`src/hdl/ipsc_pkg.sv`:
```
// Package for the interrupt priority and processor state control block.
// Assumes one processor clock and byte addresses on the storage reference port.
package ipsc_pkg;
  // Interrupt classes, index 0 is the highest priority
  localparam int NUM_CLASSES = 7;
  localparam logic [2:0] CLS_SVC = 3'h0;
  localparam logic [2:0] CLS_PROG = 3'h1;
  localparam logic [2:0] CLS_TIMER = 3'h2;
  localparam logic [2:0] CLS_SEL1 = 3'h3;
  localparam logic [2:0] CLS_SEL2 = 3'h4;
  localparam logic [2:0] CLS_MUXSH = 3'h5;
  localparam logic [2:0] CLS_MUXNS = 3'h6;
  localparam logic [2:0] CLS_NONE = 3'h7;

  // Storage geometry
  localparam int ADDR_W = 24;
  localparam logic [23:0] LOW_STORE_BYTES = 24'h000200;
  localparam int HALF_ALIGN = 2;
  localparam int FULL_ALIGN = 4;
  localparam int NUM_GREGS = 16;
  localparam int GREG_W = 32;

  // Multiplexer subchannels
  localparam int NUM_SHARED = 8;
  localparam int NUM_NONSHARED = 128;

  // Program exception cause codes
  localparam logic [3:0] PX_NONE = 4'h0;
  localparam logic [3:0] PX_ILLEGAL_OP = 4'h1;
  localparam logic [3:0] PX_PRIVILEGED = 4'h2;
  localparam logic [3:0] PX_PROTECT = 4'h3;
  localparam logic [3:0] PX_ADDRESS = 4'h4;
  localparam logic [3:0] PX_SPEC = 4'h5;
  localparam logic [3:0] PX_BIN_OVF = 4'h6;
  localparam logic [3:0] PX_DEC_OVF = 4'h7;

  // Operand size codes on the storage reference port
  localparam logic [1:0] SZ_BYTE = 2'h0;
  localparam logic [1:0] SZ_HALF = 2'h1;
  localparam logic [1:0] SZ_FULL = 2'h2;

  // Reset values
  localparam logic RST_SUPERVISOR = 1'b1;
  localparam logic [ADDR_W-1:0] RST_LIMIT_LO = 24'h000000;
  localparam logic [ADDR_W-1:0] RST_LIMIT_HI = 24'hffffff;

  typedef enum logic [1:0] {
    IPSC_RUN,
    IPSC_TAKE,
    IPSC_WAIT
  } ipsc_state_t;
endpackage : ipsc_pkg

```
`src/hdl/ipsc_access_chk.sv`:
```
// Storage reference checker: protection, low storage and alignment.
// Assumes the reference fields are stable while ref_valid_i is high.
`timescale 1ns/1ps
`default_nettype none
module ipsc_access_chk
  import ipsc_pkg::*;
(
  input wire logic ref_valid_i,
  input wire logic [ADDR_W-1:0] ref_addr_i,
  input wire logic ref_write_i,
  input wire logic ref_instr_i,
  input wire logic [1:0] ref_size_i,
  input wire logic supervisor_i,
  input wire logic [ADDR_W-1:0] limit_lo_i,
  input wire logic [ADDR_W-1:0] limit_hi_i,
  output logic [3:0] cause_o
);
  logic misaligned;
  logic low_ref;
  logic out_of_bounds;

  // Instructions need halfword boundaries; operands follow their size
  always_comb begin
    misaligned = 1'b0;
    if (ref_instr_i || ref_size_i == SZ_HALF) begin
      misaligned = ref_addr_i[0]; // RULE_08
    end else if (ref_size_i == SZ_FULL) begin
      misaligned = |ref_addr_i[1:0]; // RULE_08
    end
  end

  assign low_ref = ref_addr_i < LOW_STORE_BYTES; // RULE_06
  assign out_of_bounds = ref_addr_i < limit_lo_i || ref_addr_i > limit_hi_i;

  // One cause is reported; protection outranks addressing and alignment
  always_comb begin
    cause_o = PX_NONE;
    if (ref_valid_i) begin
      if (ref_write_i && out_of_bounds) begin
        cause_o = PX_PROTECT; // RULE_04
      end else if (!supervisor_i && low_ref) begin
        cause_o = PX_ADDRESS; // RULE_05
      end else if (misaligned) begin
        cause_o = PX_SPEC; // RULE_07
      end
    end
  end
endmodule : ipsc_access_chk
`default_nettype wire

```
`src/hdl/ipsc_core.sv`:
```
// Interrupt priority and processor state control.
// Assumes the execution logic presents events with the same clock and
// marks instruction boundaries; channel requests arrive from pins.
// Operation
// RULE_01: Seven classes ranked in fixed priority order.
// RULE_02: Supervisor call raises interrupt, stores parameter link.
// RULE_03: Illegal or privileged-in-problem opcode raises program interrupt.
// RULE_04: Write outside limits raises protection exception.
// RULE_05: Problem-state low storage reference raises addressing exception.
// RULE_06: Low storage is the lowest 512 bytes.
// RULE_07: Misaligned operand or instruction raises specification exception.
// RULE_08: Halfwords on two, fullwords on four bytes.
// RULE_09: Binary or decimal overflow raises program interrupt.
// RULE_10: Timer reaching zero raises timer interrupt.
// RULE_11: Each selector channel has its own request.
// RULE_12: Shared subchannel status goes to its control word.
// RULE_13: Nonshared interrupt tables its source and cause.
// RULE_14: Eight shared, up to 128 nonshared subchannels.
// RULE_15: Any interrupt enters supervisor state.
// RULE_16: Supervisor state allows privileged, supervisor registers, low storage.
// RULE_17: Problem state forbids privileged, problem registers, low storage.
// RULE_18: Two sets of sixteen 32-bit general registers.
// RULE_19: Highest priority first, only at instruction boundaries.
`timescale 1ns/1ps
`default_nettype none
module ipsc_core
  import ipsc_pkg::*;
(
  input wire logic core_clk_i,
  input wire logic nrst_i,
  // Execution side events
  input wire logic boundary_i,
  input wire logic svc_exec_i,
  input wire logic [7:0] svc_code_i,
  input wire logic [ADDR_W-1:0] svc_link_i,
  input wire logic op_valid_i,
  input wire logic op_illegal_i,
  input wire logic op_privileged_i,
  input wire logic bin_ovf_i,
  input wire logic dec_ovf_i,
  input wire logic timer_dec_i,
  input wire logic [GREG_W-1:0] timer_value_i,
  input wire logic ref_valid_i,
  input wire logic [ADDR_W-1:0] ref_addr_i,
  input wire logic ref_write_i,
  input wire logic ref_instr_i,
  input wire logic [1:0] ref_size_i,
  input wire logic limits_load_i,
  input wire logic [ADDR_W-1:0] limits_lo_i,
  input wire logic [ADDR_W-1:0] limits_hi_i,
  input wire logic return_problem_i,
  // Channel side requests, from pins
  input wire logic sel1_req_i,
  input wire logic sel2_req_i,
  input wire logic muxsh_req_i,
  input wire logic [2:0] muxsh_sub_i,
  input wire logic [7:0] muxsh_status_i,
  input wire logic muxns_req_i,
  input wire logic [6:0] muxns_line_i,
  input wire logic [7:0] muxns_cause_i,
  input wire logic comm_option_i,
  input wire logic ack_i,
  // Outputs to execution logic and channels
  output logic supervisor_o,
  output logic priv_allowed_o,
  output logic low_store_ok_o,
  output logic greg_set_o,
  output logic [ADDR_W-1:0] greg_base_o,
  output logic ref_fault_o,
  output logic int_valid_o,
  output logic [2:0] int_class_o,
  output logic [3:0] int_cause_o,
  output logic [ADDR_W-1:0] int_link_o,
  output logic [7:0] int_code_o,
  output logic sel1_ack_o,
  output logic sel2_ack_o,
  output logic scw_we_o,
  output logic [2:0] scw_sub_o,
  output logic [7:0] scw_status_o,
  output logic tbl_we_o,
  output logic [6:0] tbl_line_o,
  output logic [7:0] tbl_cause_o
);
  ipsc_state_t state;
  logic supervisor;
  logic [ADDR_W-1:0] limit_lo;
  logic [ADDR_W-1:0] limit_hi;
  logic [NUM_CLASSES-1:0] pend;
  logic [NUM_CLASSES-1:0] set_req;
  logic [NUM_CLASSES-1:0] clr_req;
  logic [3:0] prog_cause;
  logic [3:0] next_prog_cause;
  logic [3:0] ref_cause;
  logic [ADDR_W-1:0] svc_link;
  logic [7:0] svc_code;
  logic [2:0] sh_sub;
  logic [7:0] sh_status;
  logic [6:0] ns_line;
  logic [7:0] ns_cause;
  logic [2:0] win_class;
  logic win_any;
  logic [2:0] sync1 [0:3];
  logic [3:0] chan_lvl;
  logic [3:0] chan_prev;
  logic [3:0] chan_rise;
  logic timer_hit;

  // Pin requests pass three stages; a level counts once stages 2 and 3 agree
  genvar g;
  generate
    for (g = 0; g < 4; g++) begin : g_sync
      logic raw;
      if (g == 0) begin : g_s1
        assign raw = sel1_req_i;
      end else if (g == 1) begin : g_s2
        assign raw = sel2_req_i;
      end else if (g == 2) begin : g_sh
        assign raw = muxsh_req_i;
      end else begin : g_ns
        assign raw = muxns_req_i & comm_option_i; // RULE_14
      end
      always_ff @(posedge core_clk_i) begin
        if (!nrst_i) begin
          sync1[g] <= 3'h0;
          chan_lvl[g] <= 1'b0;
        end else begin
          sync1[g] <= {sync1[g][1:0], raw};
          if (sync1[g][1] == sync1[g][2]) begin
            chan_lvl[g] <= sync1[g][2];
          end
        end
      end
    end
  endgenerate

  // Requests are edge events so a held line is not taken twice
  always_ff @(posedge core_clk_i) begin
    if (!nrst_i) begin
      chan_prev <= 4'h0;
    end else begin
      chan_prev <= chan_lvl;
    end
  end
  assign chan_rise = chan_lvl & ~chan_prev;

  // Reference checks against limits and processor state
  ipsc_access_chk u_chk (
    .ref_valid_i(ref_valid_i),
    .ref_addr_i(ref_addr_i),
    .ref_write_i(ref_write_i),
    .ref_instr_i(ref_instr_i),
    .ref_size_i(ref_size_i),
    .supervisor_i(supervisor),
    .limit_lo_i(limit_lo),
    .limit_hi_i(limit_hi),
    .cause_o(ref_cause)
  );

  // Timer fires when a decrement step leaves the stored value at zero
  assign timer_hit = timer_dec_i && timer_value_i == '0; // RULE_10

  // First program exception cause in this instruction
  always_comb begin
    next_prog_cause = PX_NONE;
    if (op_valid_i && op_illegal_i) begin
      next_prog_cause = PX_ILLEGAL_OP; // RULE_03
    end else if (op_valid_i && op_privileged_i && !supervisor) begin
      next_prog_cause = PX_PRIVILEGED; // RULE_03 RULE_17
    end else if (ref_cause != PX_NONE) begin
      next_prog_cause = ref_cause;
    end else if (bin_ovf_i) begin
      next_prog_cause = PX_BIN_OVF; // RULE_09
    end else if (dec_ovf_i) begin
      next_prog_cause = PX_DEC_OVF; // RULE_09
    end
  end

  // Raw set terms for each class, kept apart per channel
  always_comb begin
    set_req = '0;
    set_req[CLS_SVC] = svc_exec_i; // RULE_02
    set_req[CLS_PROG] = next_prog_cause != PX_NONE;
    set_req[CLS_TIMER] = timer_hit;
    set_req[CLS_SEL1] = chan_rise[0]; // RULE_11
    set_req[CLS_SEL2] = chan_rise[1]; // RULE_11
    set_req[CLS_MUXSH] = chan_rise[2];
    set_req[CLS_MUXNS] = chan_rise[3];
  end

  // Pending flags; a new event wins over the clear of the same cycle
  always_ff @(posedge core_clk_i) begin
    if (!nrst_i) begin
      pend <= '0;
    end else begin
      pend <= (pend & ~clr_req) | set_req;
    end
  end

  // Capture program cause; the first one in a pending window is kept
  always_ff @(posedge core_clk_i) begin
    if (!nrst_i) begin
      prog_cause <= PX_NONE;
    end else if (set_req[CLS_PROG] && (!pend[CLS_PROG] || clr_req[CLS_PROG])) begin
      prog_cause <= next_prog_cause;
    end
  end

  // Status payloads per class, reloaded by each new event of that class
  always_ff @(posedge core_clk_i) begin
    if (!nrst_i) begin
      svc_link <= '0;
      svc_code <= 8'h00;
      sh_sub <= 3'h0;
      sh_status <= 8'h00;
      ns_line <= 7'h00;
      ns_cause <= 8'h00;
    end else begin
      if (svc_exec_i) begin
        svc_link <= svc_link_i; // RULE_02
        svc_code <= svc_code_i;
      end
      if (chan_rise[2]) begin
        sh_sub <= muxsh_sub_i; // RULE_14
        sh_status <= muxsh_status_i;
      end
      if (chan_rise[3]) begin
        ns_line <= muxns_line_i; // RULE_14
        ns_cause <= muxns_cause_i;
      end
    end
  end

  ipsc_prio_enc u_prio (
    .req_i(pend),
    .sel_o(win_class),
    .any_o(win_any)
  );

  // Take one interrupt per boundary and hold it until acknowledged
  always_ff @(posedge core_clk_i) begin
    if (!nrst_i) begin
      state <= IPSC_RUN;
    end else begin
      case (state)
        IPSC_RUN: begin
          if (win_any && boundary_i) begin
            state <= IPSC_TAKE; // RULE_19
          end
        end
        IPSC_TAKE: state <= IPSC_WAIT;
        IPSC_WAIT: begin
          if (ack_i) begin
            state <= IPSC_RUN;
          end
        end
        default: state <= IPSC_RUN;
      endcase
    end
  end

  // Latch the winning class and its status when the interrupt is taken
  always_ff @(posedge core_clk_i) begin
    if (!nrst_i) begin
      int_class_o <= CLS_NONE;
      int_cause_o <= PX_NONE;
      int_link_o <= '0;
      int_code_o <= 8'h00;
    end else if (state == IPSC_RUN && win_any && boundary_i) begin
      int_class_o <= win_class; // RULE_19
      int_cause_o <= win_class == CLS_PROG ? prog_cause : PX_NONE;
      int_link_o <= win_class == CLS_SVC ? svc_link : '0;
      int_code_o <= win_class == CLS_SVC ? svc_code : 8'h00;
    end
  end

  // Clear the taken flag in the same edge that latches it
  always_comb begin
    clr_req = '0;
    if (state == IPSC_RUN && win_any && boundary_i) begin
      clr_req[win_class] = 1'b1;
    end
  end

  // Processor state; entering supervisor on take outranks a return request
  always_ff @(posedge core_clk_i) begin
    if (!nrst_i) begin
      supervisor <= RST_SUPERVISOR;
    end else if (state == IPSC_RUN && win_any && boundary_i) begin
      supervisor <= 1'b1; // RULE_15
    end else if (return_problem_i && supervisor && state == IPSC_RUN) begin
      supervisor <= 1'b0;
    end
  end

  // Bounds are only loadable by the supervisor
  always_ff @(posedge core_clk_i) begin
    if (!nrst_i) begin
      limit_lo <= RST_LIMIT_LO;
      limit_hi <= RST_LIMIT_HI;
    end else if (limits_load_i && supervisor) begin
      limit_lo <= limits_lo_i; // RULE_04
      limit_hi <= limits_hi_i;
    end
  end

  // One-cycle status writes to control word and nonshared table
  always_ff @(posedge core_clk_i) begin
    if (!nrst_i) begin
      scw_we_o <= 1'b0;
      scw_sub_o <= 3'h0;
      scw_status_o <= 8'h00;
      tbl_we_o <= 1'b0;
      tbl_line_o <= 7'h00;
      tbl_cause_o <= 8'h00;
    end else begin
      scw_we_o <= state == IPSC_RUN && win_any && boundary_i && win_class == CLS_MUXSH;
      tbl_we_o <= state == IPSC_RUN && win_any && boundary_i && win_class == CLS_MUXNS;
      if (state == IPSC_RUN && win_any && boundary_i && win_class == CLS_MUXSH) begin
        scw_sub_o <= sh_sub; // RULE_12
        scw_status_o <= sh_status; // RULE_12
      end
      if (state == IPSC_RUN && win_any && boundary_i && win_class == CLS_MUXNS) begin
        tbl_line_o <= ns_line; // RULE_13
        tbl_cause_o <= ns_cause; // RULE_13
      end
    end
  end

  // Register set select; each set is sixteen words at its own base
  assign supervisor_o = supervisor;
  assign priv_allowed_o = supervisor; // RULE_16 RULE_17
  assign low_store_ok_o = supervisor; // RULE_16 RULE_17
  assign greg_set_o = supervisor; // RULE_16
  assign greg_base_o = supervisor ? ADDR_W'(0) : ADDR_W'(NUM_GREGS * GREG_W / 8); // RULE_18
  assign ref_fault_o = ref_cause != PX_NONE;
  assign int_valid_o = state == IPSC_WAIT;
  assign sel1_ack_o = state == IPSC_WAIT && int_class_o == CLS_SEL1;
  assign sel2_ack_o = state == IPSC_WAIT && int_class_o == CLS_SEL2;
endmodule : ipsc_core
`default_nettype wire

```
`src/hdl/ipsc_prio_enc.sv`:
```
// Fixed priority encoder over the interrupt classes.
// Assumes request bit 0 is the highest priority class.
`timescale 1ns/1ps
`default_nettype none
module ipsc_prio_enc
  import ipsc_pkg::*;
(
  input wire logic [NUM_CLASSES-1:0] req_i,
  output logic [2:0] sel_o,
  output logic any_o
);
  // Scan from lowest priority upward so the highest pending wins
  always_comb begin
    sel_o = CLS_NONE;
    for (int i = NUM_CLASSES - 1; i >= 0; i--) begin
      if (req_i[i]) begin
        sel_o = 3'(i); // RULE_01
      end
    end
    any_o = |req_i;
  end
endmodule : ipsc_prio_enc
`default_nettype wire

```
`config.mk`:
```
export PLATFORM = sky130hd
export DESIGN_NAME = ipsc_core
export DESIGN_NICKNAME = d
export VERILOG_FILES = /design/src/hdl/ipsc_pkg.sv /design/src/hdl/ipsc_access_chk.sv /design/src/hdl/ipsc_core.sv /design/src/hdl/ipsc_prio_enc.sv
export SDC_FILE = /design/constraint.sdc
export NUM_CORES = 1
export LEC_CHECK = 0
export ABC_AREA = 1
export BUFFER_PORTS_ARGS = -buffer_cell sky130_fd_sc_hd__buf_2
export CORE_MARGIN = 2
export CORE_UTILIZATION = 36
export DETAILED_ROUTE_END_ITERATION = 10
export PLACE_DENSITY = 0.73
export SYNTH_ARGS = -nofsm -noshare
export SYNTH_HDL_FRONTEND = slang
export SYNTH_SLANG_ARGS = --single-unit
```
`constraint.sdc`:
```
create_clock -name core_clk_i -period 1.9 [get_ports core_clk_i]
set_input_delay 0.095 -clock core_clk_i [delete_from_list [all_inputs] [get_ports core_clk_i]]
set_output_delay 0.095 -clock core_clk_i [all_outputs]
set_load 0.02 [all_outputs]
```
==> results of run 1 <==
flip-flops by register name, summed over array words and instances, names as in the netlist, 2 cells and up:
register	flops
int_link_o	24
limit_hi	24
limit_lo	24
svc_link	24
sync1	12
int_code_o	8
ns_cause	8
scw_status_o	8
sh_status	8
svc_code	8
tbl_cause_o	8
ns_line	7
pend	7
tbl_line_o	7
chan_lvl	4
chan_prev	4
int_cause_o	3
int_class_o	3
prog_cause	3
scw_sub_o	3
sh_sub	3
state	2
cells in the mapped netlist, types with 2 or more instances:
library cell  number
o21ai_0           91
dfxtp_1          205
o31ai_1            3
inv_1            101
a21o_1             2
clkbuf_1          39
nor2_4             3
o21bai_1           6
buf_2              6
nand2_2            5
nand3_1           15
nor2_1           211
ha_1              47
nand2_1          131
a21oi_1           52
inv_2             11
a32o_1            32
nand2_4            2
buf_1              3
nor3_1             2
nor4_1             9
nor2_2             6
o21a_1             2
o211ai_1          23
o21ai_1           26
buf_4             32
o22ai_1            2
nand4_1            5
layout make-up:
cell class	count	area [µm²]	share of cell area
multi-input combinational	708	4050	0.322
timing repair buffer	408	2760	0.219
clock inverter	7	143	0.0113
sequential	205	4110	0.327
tap	319	399	0.0317
inverter	113	424	0.0337
antenna	3	7.51	0.000597
clock buffer	35	681	0.0541
what timing repair did:
| action | 4_1_cts | 5_1_grt |
|---|---|---|
| endpoints found under the setup margin | 5 | 25 |
| hold buffers | 114 | 0 |
| pin swaps | 15 | 19 |
| buffers inserted | 1 | 5 |
| endpoints found under the hold margin | 113 | 0 |
| gates resized for setup | 20 | 30 |
stage by stage:
stage          hold WS [ns]  setup TNS (ns)
3_5_place_dp          0.284          -0.312
2_1_floorplan         0.193               0
3_3_place_gp          0.282          -0.201
4_1_cts              0.0384          -0.945
6_report             0.0540           -1.03
5_1_grt              0.0748           -1.90
per-layer routing:
layer | vias to the layer above | part of all wire | global-route usage
li1 | 4273 | - | -
met1 | 3978 | 0.41 | 0.227
met2 | 319 | 0.49 | 0.342
met3 | 73 | 0.049 | 0.0281
met4 | 0 | 0.046 | 0.0901
met5 | - | 0 | 0
report_power, final:
part / switching [µW] / total [µW] / internal [µW] / leakage (µW)
logic: 996 / 1770 / 773 / 0.00412
clock network: 1750 / 4760 / 3010 / 0.000403
registers: 92.2 / 4620 / 4530 / 0.00168
total: 2840 / 11200 / 8310 / 0.00621
logic make-up (layout without fill, tap and decap cells):
family / after synthesis / after routing / share of synthesized area
buf+inv: 193 / 563 / 0.0983
flops: 205 / 205 / 0.473
compound gates: 245 / 245 / 0.174
other cells: 1 / 27 / 0.000433
fa+ha+maj: 47 / 47 / 0.0678
simple gates: 392 / 392 / 0.186
worst max-delay path: stages (launching register included):
cell	delay (ns)
dfxtp_1	0.31
inv_1	0.05
ha_1	0.29
a21o_1	0.18
nor2_1	0.11
nand2_1	0.11
nand2_1	0.07
nand3_1	0.08
nand2_2	0.08
nand2_4	0.05
nand2_4	0.06
nand2_2	0.05
buf_6	0.13
worst min path at each step:
stage                                       end  slack, ns  cells after the start         startpoint
finish              int_class_o[1]$_SDFFE_PN1P_       0.05                      4             nrst_i
global route                 pend[2]$_SDFF_PN0_       0.07                      6  timer_value_i[14]
CTS                 int_class_o[1]$_SDFFE_PN1P_       0.04                      4             nrst_i
detailed placement       sync1[2][0]$_SDFF_PN0_       0.28                      3        muxsh_req_i
global placement         sync1[2][0]$_SDFF_PN0_       0.28                      3        muxsh_req_i
floorplan                sync1[0][0]$_SDFF_PN0_       0.19                      2         sel1_req_i
==> qor.txt, run 1 <==
=====================================================================================
H-tree Lvls ............................................................            1
Data required, critical path ...........................................      1.80 ns
Highest net fanout along the worst path ................................            2
Status ................................................................. finished with violations
Clock transition at path regs ..........................................      0.06 ns
Clk sink count .........................................................          205
Final number of max-transition violations ..............................            0
Startpoint of the most critical register-to-register path .............. limit_hi[18]$_SDFFE_PN1P_
DRC ....................................................................            0
Worst VDD drop .........................................................     0.653 mV
Worst-case headroom to the max-slew limit ..............................        0.631
Cell count after synthesis .............................................        1,083
TritonCTS clock tree ...................................................        built
Mean Syn Cell Area .....................................................     8.01 µm²
Number of global-route vias before repair ..............................        8,391
Hold/Removal Path Class ................................................       in2reg
Number of nets with antenna violations after detailed routing ..........            0
Initial core utilization ...............................................        0.368
Total clock buffers created by CTS .....................................           23
CTS max path bufs ......................................................            3
Initial antenna violation count ........................................            3
Power per Cell Area ....................................................   887 nW/µm²
Number of placed cells counting well taps ..............................        1,633
Worst clock skew on the final layout ...................................   0.00609 ns
Die Footprint ..........................................................   25,300 µm²
Global-route wire length before repair .................................    40,800 µm
Worst Max-Slew Pin Slew ................................................     0.553 ns
Signed area change from the synthesized netlist to the final layout ....        45.0%
Violations in the final reports ........................................ negative setup slack
Distinct cells, synth ..................................................           39
Most area-consuming cells after synthesis .............................. dfxtp_1 47%, nor2_1 9.1%, ha_1 6.8%
Sequential fraction of the synthesis area ..............................        0.473
Pwr Total ..............................................................    11,200 µW
Critical path origin ................................................... limit_hi[7]$_SDFFE_PN1P_
Maximum clock rate .....................................................      461 MHz
Number of vias per cell ................................................         4.81
Yosys warns ............................................................            0
Commonest cells after routing, fill and taps aside ..................... 257 x buf_2, 206 x nor2_1, 199 x dfxtp_1, 125 x nand2_1, 114 x dlygate4sd3_1
Fraction of synthesized cell area taken by the top area cell type ......        0.473
DIE WIDTH ..............................................................       159 µm
Post-route clock period utilization ....................................         1.14
Detailed-route via count ...............................................        8,643
Gr ovfl total ..........................................................            0
Final hold violation count .............................................            0
# rows .................................................................           56
Non-filler instance count after layout .................................        1,798
FF-to-FF setup slack ...................................................     -0.23 ns
Fraction of registers with async set or reset after synthesis ..........            0
Shortest clock period the worst path allows after layout ...............      2.17 ns
Count of endpoints failing setup in the final report ...................            5
Ratio of cells with drive above 1 in the final layout ..................        0.277
Detailed-router iteration count before antenna repair ..................            5
Last weighted congestion value of the routability-driven placer ........        0.849
Unrepaired setup endpoints after global routing ........................          yes
Total placed instance area .............................................   10,300 µm²
Number of maximum-capacitance violations ...............................            0
Number of filler instances in the final layout .........................        2,100
Drt total wl ...........................................................    25,600 µm
Ports placed on the boundary ...........................................          284
Cell at the root of the clock tree .....................................    clkbuf_16
Number of storage elements in the synthesis netlist ....................          205
Core Region ............................................................   23,500 µm²
Post-Synthesis Cell Area ...............................................     8670 µm²
Worst slack after detailed placement ...................................    -0.142 ns
Worst setup EP type ....................................................  output port
Routed len/inst ........................................................      14.2 µm
Detailed placer's ending HPWL ..........................................    16,400 µm
EDFF count, synth ......................................................            0
Vertical die dimension .................................................       159 µm
Core Util, Final .......................................................        0.534
Cell count of the worst reg-to-reg path ................................           18
Nature of the critical path startpoint .................................    flip-flop
Type of the worst setup path ...........................................      reg2out
Capture point of the critical path .....................................  ref_fault_o
Final worst setup slack ................................................    -0.271 ns
Most frequent standard cell in the layout excluding fill and tap cells .        buf_2
Leakage power ..........................................................   0.00621 µW
Arrival time reported for the critical path endpoint ...................      2.08 ns
Count of nets after finishing ..........................................        1,691
Destination of the worst register-to-register timing path .............. prog_cause[0]$_SDFFE_PN0P_
Post-route cell area ...................................................   12,600 µm²
Count of input and output buffers ......................................          259
1st-iter DRT viols .....................................................          419
Insertion delay of the later-clocked pin in the worst-skew pair ........      0.51 ns
Largest net degree at the start of global routing ......................           94
Cell type with the highest aggregate area in the netlist ...............      dfxtp_1
Top flip-flop cell by instance count after synthesis ...................      dfxtp_1
GRT Total Usage ........................................................        0.192
=====================================================================================
Power figures use the tool's default switching activity.
==> inputs of run 2 (changes only) <==
--- a/config.mk
+++ b/config.mk
@@ -8,9 +8,10 @@
 export ABC_AREA = 1
 export BUFFER_PORTS_ARGS = -buffer_cell sky130_fd_sc_hd__buf_2
 export CORE_MARGIN = 2
-export CORE_UTILIZATION = 36
+export CORE_UTILIZATION = 35
 export DETAILED_ROUTE_END_ITERATION = 10
-export PLACE_DENSITY = 0.73
+export PLACE_DENSITY = 0.72
+export SLEW_MARGIN = 5
 export SYNTH_ARGS = -nofsm -noshare
 export SYNTH_HDL_FRONTEND = slang
 export SYNTH_SLANG_ARGS = --single-unit
==> run 2 against run 1 <==
Against the previous run:
- the run still ends with negative setup slack left
- register-to-register slack worse by 0.02 ns
- combinational power is 6% higher
- flip-flop and latch count stayed put
- non-clock buffer count is 10 higher
- die area is 2.8% higher
- final cell count is 0.72% higher
- largest power group is now sequential cells
- highest routed layer unchanged
==> qor.txt, run 2 (synthesized netlist as in run 1, its figures left out) <==
=====================================================================================
Worst VDD drop .........................................................     0.558 mV
Comb power frac ........................................................        0.172
DIE WIDTH ..............................................................       161 µm
Startpoint of the lowest-slack hold path ............................... timer_value_i[29]
Sw power ...............................................................      2910 µW
DRC ....................................................................            0
Post-route clock period utilization ....................................         1.15
Unrepaired setup endpoints after global routing ........................          yes
Final worst setup slack ................................................    -0.284 ns
Number of nets with antenna violations after detailed routing ..........            0
Largest net degree at the start of global routing ......................          101
Switching Share ........................................................        0.267
Startpoint of the most critical register-to-register path .............. limit_hi[11]$_SDFFE_PN1P_
Initial core utilization ...............................................        0.356
Count of nets after finishing ..........................................        1,701
Initial antenna violation count ........................................            1
Clock power share ......................................................        0.403
Cell at the root of the clock tree .....................................    clkbuf_16
Final number of max-transition violations ..............................            0
1st-iter DRT viols .....................................................          431
Clock transition at path regs ..........................................      0.06 ns
Violations in the final reports ........................................ negative setup slack
Shortest clock period the worst path allows after layout ...............      2.18 ns
Core Util, Final .......................................................        0.523
Detailed-router iteration count before antenna repair ..................            5
Insertion delay of the later-clocked pin in the worst-skew pair ........      0.52 ns
Number of global-route vias before repair ..............................        8,591
Data required, critical path ...........................................      1.80 ns
H-tree Lvls ............................................................            1
Sequential Power Share .................................................        0.425
Drt total wl ...........................................................    26,000 µm
Global-route wire length before repair .................................    40,400 µm
GRT Total Usage ........................................................        0.188
FF-to-FF setup slack ...................................................     -0.25 ns
Worst setup EP type ....................................................  output port
Maximum clock rate .....................................................      458 MHz
Highest net fanout along the worst path ................................            2
Die Footprint ..........................................................   26,000 µm²
Worst-case headroom to the max-slew limit ..............................        0.640
Number of maximum-capacitance violations ...............................            0
Arrival time reported for the critical path endpoint ...................      2.09 ns
Nature of the critical path startpoint .................................    flip-flop
Worst Max-Slew Pin Slew ................................................     0.539 ns
Gr ovfl total ..........................................................            0
Count of endpoints failing setup in the final report ...................            5
Type of the worst setup path ...........................................      reg2out
Power per Cell Area ....................................................   855 nW/µm²
Hold/Removal Path Class ................................................       in2reg
Worst clock skew on the final layout ...................................    0.0168 ns
TritonCTS clock tree ...................................................        built
CTS max path bufs ......................................................            3
Ports placed on the boundary ...........................................          284
Destination of the worst register-to-register timing path .............. prog_cause[0]$_SDFFE_PN0P_
Leakage power ..........................................................   0.00622 µW
Last weighted congestion value of the routability-driven placer ........        0.875
Clk sink count .........................................................          205
Vertical die dimension .................................................       161 µm
Commonest cells after routing, fill and taps aside ..................... 257 x buf_2, 205 x nor2_1, 195 x dfxtp_1, 120 x nand2_1, 116 x dlygate4sd3_1
Ratio of cells with drive above 1 in the final layout ..................        0.296
# rows .................................................................           57
Count of input and output buffers ......................................          259
Detailed-route via count ...............................................        8,716
Most frequent standard cell in the layout excluding fill and tap cells .        buf_2
Cell count of the worst reg-to-reg path ................................           20
Status ................................................................. finished with violations
Total clock buffers created by CTS .....................................           23
Signed area change from the synthesized netlist to the final layout ....        46.7%
Core Region ............................................................   24,300 µm²
Detailed placer's ending HPWL ..........................................    16,600 µm
Number of vias per cell ................................................         4.81
Worst slack after detailed placement ...................................    -0.170 ns
Final hold violation count .............................................            0
Hold path depth ........................................................            6
Hold Path End .......................................................... pend[2]$_SDFF_PN0_
Total internal power ...................................................      7970 µW
Worst hold slack after final layout ....................................    0.0443 ns
Routed len/inst ........................................................      14.4 µm
=====================================================================================
[run 2: cell count changes in the layout (fill, tap and decap cells not counted), moves of 5 or more]
cell      delta
clkinv_2     +5
nand2_2      +5
ha_1         -5
buf_4        +7
nand2_1      -5
ha_4         +5
[run 2: routing by layer]
layer  vias up  global-route usage  wire length [µm]
met5         -                   0                 0
met4         0              0.0958              1270
met3       106              0.0329              1570
met2       330               0.336             12900
met1      3994               0.214             10300
li1       4286                   -                 -
[run 2: area by class of cell]
type	count	area [µm²]
antenna	1	2.50
clock buffer	34	677
sequential	205	4120
fill	2192	11600
multi-input combinational	708	4170
tap	324	405
timing repair buffer	418	2830
clock inverter	8	80.1
inverter	113	427
[run 2: metrics by stage]
stage	setup TNS (ns)	power, µW	instances	area [µm²]
detailed placement	-0.379	6180	1644	10300
global route	-1.74	11400	1811	12700
CTS	-1.06	10800	1805	12400
global placement	-0.228	6140	1644	10300
floorplan	0	5630	1106	8760
finish	-1.06	10900	1811	12700
[run 2: worst max path at each step]
stage,startpoint,to,depth (start not counted)
6_report,limit_hi[10]$_SDFFE_PN1P_,ref_fault_o,15
5_1_grt,limit_hi[11]$_SDFFE_PN1P_,prog_cause[0]$_SDFFE_PN0P_,20
4_1_cts,limit_lo[19]$_SDFFE_PN0P_,ref_fault_o,14
3_5_place_dp,limit_hi[19]$_SDFFE_PN1P_,prog_cause[0]$_SDFFE_PN0P_,17
3_3_place_gp,limit_hi[19]$_SDFFE_PN1P_,prog_cause[0]$_SDFFE_PN0P_,17
2_1_floorplan,limit_lo[23]$_SDFFE_PN0P_,prog_cause[0]$_SDFFE_PN0P_,15
[run 2: timing repair]
item | in CTS | in global routing
endpoints found under the setup margin | 5 | 31
hold endpoints to repair | 113 | 0
setup buffers | 3 | 5
pin swaps | 16 | 26
hold buffers | 116 | 0
gates resized for setup | 19 | 61
[run 2: power by group through the flow]
| stage | Combinational, µW | Clock [µW] | Sequential, µW |
|---|---|---|---|
| floorplan | 874 | 0 | 4760 |
| global placement | 1450 | 0 | 4690 |
| detailed placement | 1480 | 0 | 4700 |
| CTS | 1720 | 4510 | 4610 |
| global route | 2050 | 4690 | 4640 |
| finish | 1870 | 4390 | 4620 |
[run 2: worst max-delay path, stage by stage, from the launching register on]
cell	delay, ns
dfxtp_1	0.31
inv_1	0.05
ha_1	0.27
nand2_1	0.08
inv_2	0.05
nand2_1	0.07
nand2_1	0.07
nand2_1	0.06
nand2_1	0.07
nand2_1	0.09
nand3_2	0.08
nand2_2	0.07
nand2_2	0.07
nand2_4	0.07
nand2_2	0.05
buf_6	0.13
==> inputs of run 3 (changes only) <==
--- a/config.mk
+++ b/config.mk
@@ -7,7 +7,7 @@
 export LEC_CHECK = 0
 export ABC_AREA = 1
 export BUFFER_PORTS_ARGS = -buffer_cell sky130_fd_sc_hd__buf_2
-export CORE_MARGIN = 2
+export CORE_MARGIN = 3
 export CORE_UTILIZATION = 35
 export DETAILED_ROUTE_END_ITERATION = 10
 export PLACE_DENSITY = 0.72
==> run 3 against run 2 <==
Against the previous run:
- the flow still finishes with violations (negative setup slack)
- cell area down 0.70%
- die area up 2.5%
- power down 1.4%
- sequential share of layout area grew 0.25 points
- sequential power barely moved
- routed wire length rose by 1.8%
- final cell count is 0.94% lower
- critical path depth fell by 2
- highest routed layer unchanged
==> qor.txt, run 3 (synthesized netlist as in run 1, its figures left out) <==
=====================================================================================
Total clock buffers created by CTS .....................................           23
Core Util, Final .......................................................        0.528
Power per Cell Area ....................................................   849 nW/µm²
Shortest clock period the worst path allows after layout ...............      2.19 ns
Data required, critical path ...........................................      1.80 ns
Post-route clock period utilization ....................................         1.15
Cell at the root of the clock tree .....................................    clkbuf_16
DIE WIDTH ..............................................................       163 µm
Status ................................................................. finished with violations
Signed area change from the synthesized netlist to the final layout ....        45.6%
Sequential Power Share .................................................        0.432
Sw power ...............................................................      2840 µW
Die Footprint ..........................................................   26,700 µm²
Violations in the final reports ........................................ negative setup slack
Maximum clock rate .....................................................      458 MHz
Commonest cells after routing, fill and taps aside ..................... 257 x buf_2, 207 x nor2_1, 193 x dfxtp_1, 123 x nand2_1, 114 x dlygate4sd3_1
Number of maximum-capacitance violations ...............................            0
Ports placed on the boundary ...........................................          284
Vertical die dimension .................................................       163 µm
Insertion delay of the later-clocked pin in the worst-skew pair ........      0.50 ns
Non-filler instance count after layout .................................        1,794
Clock power share ......................................................        0.396
Total Negative Setup Slacks ............................................     -1.11 ns
Global-route wire length before repair .................................    40,100 µm
Comb power frac ........................................................        0.173
Cell family with the largest share of critical-path delay .............. simple AND/OR/NAND/NOR gates
Initial core utilization ...............................................        0.363
Worst-case headroom to the max-slew limit ..............................        0.619
Worst clock skew on the final layout ...................................    0.0133 ns
Arrival time reported for the critical path endpoint ...................      2.09 ns
Count of nets after finishing ..........................................        1,690
Gr ovfl total ..........................................................            0
Detailed-route via count ...............................................        8,595
Largest net degree at the start of global routing ......................           77
Worst setup EP type ....................................................  output port
TritonCTS clock tree ...................................................        built
Last weighted congestion value of the routability-driven placer ........        0.875
Switching Share ........................................................        0.265
Total internal power ...................................................      7880 µW
List of cells traversed by the critical path ........................... inv_1 > ha_4 > nand2_1 > nand2_1 > o21bai_1 > nand2_1 > nand3_2 > nor2_2 > nand2_2 > nand2_2 > nand2_4 > nand2_2 > buf_6
Highest net fanout along the worst path ................................            2
Worst VDD drop .........................................................     0.536 mV
Worst slack after detailed placement ...................................    -0.160 ns
Count of input and output buffers ......................................          259
Number of filler instances in the final layout .........................        2,100
Post-route cell area ...................................................   12,600 µm²
Detailed placer's ending HPWL ..........................................    17,100 µm
Number of global-route vias before repair ..............................        8,416
Total placed instance area .............................................   10,300 µm²
1st-iter DRT viols .....................................................          504
Type of the worst setup path ...........................................      reg2out
Unrepaired setup endpoints after global routing ........................          yes
CTS max path bufs ......................................................            3
Core Region ............................................................   23,900 µm²
Final worst setup slack ................................................    -0.285 ns
Leakage power ..........................................................   0.00614 µW
DRC ....................................................................            0
Number of nets with antenna violations after detailed routing ..........            0
# rows .................................................................           56
Maximum cell stage delay along the critical path .......................      0.30 ns
Worst Max-Slew Pin Slew ................................................     0.570 ns
Total stage count of the critical path .................................           13
Detailed-router iteration count before antenna repair ..................            8
Hold path depth ........................................................            6
Most frequent standard cell in the layout excluding fill and tap cells .        buf_2
Number of vias per cell ................................................         4.79
Ratio of cells with drive above 1 in the final layout ..................        0.292
Routed len/inst ........................................................      14.8 µm
Clock transition at path regs ..........................................      0.06 ns
Final number of max-transition violations ..............................            0
Initial antenna violation count ........................................            1
Clk sink count .........................................................          205
Drt total wl ...........................................................    26,500 µm
Count of endpoints failing setup in the final report ...................            5
CP Buf/Inv Count .......................................................            2
Hold/Removal Path Class ................................................       in2reg
Final hold violation count .............................................            0
Number of placed cells counting well taps ..............................        1,634
GRT Total Usage ........................................................        0.183
H-tree Lvls ............................................................            1
Cell count of the worst reg-to-reg path ................................           18
Nature of the critical path startpoint .................................    flip-flop
Critical-path top delay cell ...........................................      dfxtp_1
=====================================================================================
## run 3: cell count changes in the layout (fill, tap and decap cells not counted), sizes merged
cell,delta
dlygate4sd3,-2
diode,+1
inv,+2
clkinv,-5
buf,-9
clkbuf,+1
## run 3: final cells by class
cell class	count	area (µm²)	share of cell area
inverters	113	429	0.0340
flip-flops and latches	205	4120	0.326
multi-input cells	708	4190	0.332
clock inverters	5	61.3	0.00486
diodes	2	5.00	0.000396
well taps	319	399	0.0316
clock buffers	35	661	0.0523
repair buffers	407	2760	0.219
## run 3: layer usage
metal  global-route usage  vias to the layer above  part of all wire
met3               0.0284                       87             0.053
met5                    0                        -                 0
met2                0.329                      311              0.51
li1                     -                     4266                 -
met1                0.210                     3931              0.39
met4               0.0953                        0             0.046
## run 3: timing repair
| item | 4_1_cts | 5_1_grt |
|---|---|---|
| hold buffers | 114 | 0 |
| setup endpoints to repair | 5 | 16 |
| setup buffers | 2 | 2 |
| hold endpoints to repair | 113 | 0 |
| gates resized for setup | 17 | 67 |
| pin swaps | 14 | 22 |
## run 3: worst reg2reg max path, cell delays in order, from the launching register on
cell and delay (ns):
dfxtp_1 0.30, inv_1 0.10, ha_4 0.22, nand2_1 0.08, nand2_1 0.05, o21bai_1 0.15
nand2_1 0.07, nand3_2 0.11, nor2_2 0.14, nand2_2 0.06, nand2_2 0.09, nand2_4 0.05
buf_4 0.15, o211ai_2 0.08, inv_2 0.08, o21ai_4 0.18, nand2_1 0.07, nand2_1 0.05
nor2_1 0.04
## run 3: metrics by stage
stage | total power [µW] | hold slack [ns]
2_1_floorplan | 5630 | 0.193
3_3_place_gp | 6140 | 0.289
3_5_place_dp | 6170 | 0.280
4_1_cts | 10700 | 0.0207
5_1_grt | 11200 | 0.0486
6_report | 10700 | 0.0271
## run 3: power groups by stage
| stage | clock (µW) | combinational [µW] | sequential (µW) |
|---|---|---|---|
| 5_1_grt | 4530 | 2050 | 4650 |
| 3_3_place_gp | 0 | 1440 | 4700 |
| 2_1_floorplan | 0 | 874 | 4760 |
| 3_5_place_dp | 0 | 1470 | 4710 |
| 6_report | 4240 | 1850 | 4630 |
| 4_1_cts | 4360 | 1700 | 4610 |
## run 3: path summary, 6_finish.rpt
kind | slack, ns | endpoint | startpoint
min | 0.03 | pend[2]$_SDFF_PN0_ | timer_value_i[15]
max | -0.29 | ref_fault_o | limit_lo[15]$_SDFFE_PN0P_
max reg2reg | -0.28 | prog_cause[0]$_SDFFE_PN0P_ | limit_lo[15]$_SDFFE_PN0P_
min reg2reg | 0.42 | sync1[1][1]$_SDFF_PN0_ | sync1[1][0]$_SDFF_PN0_
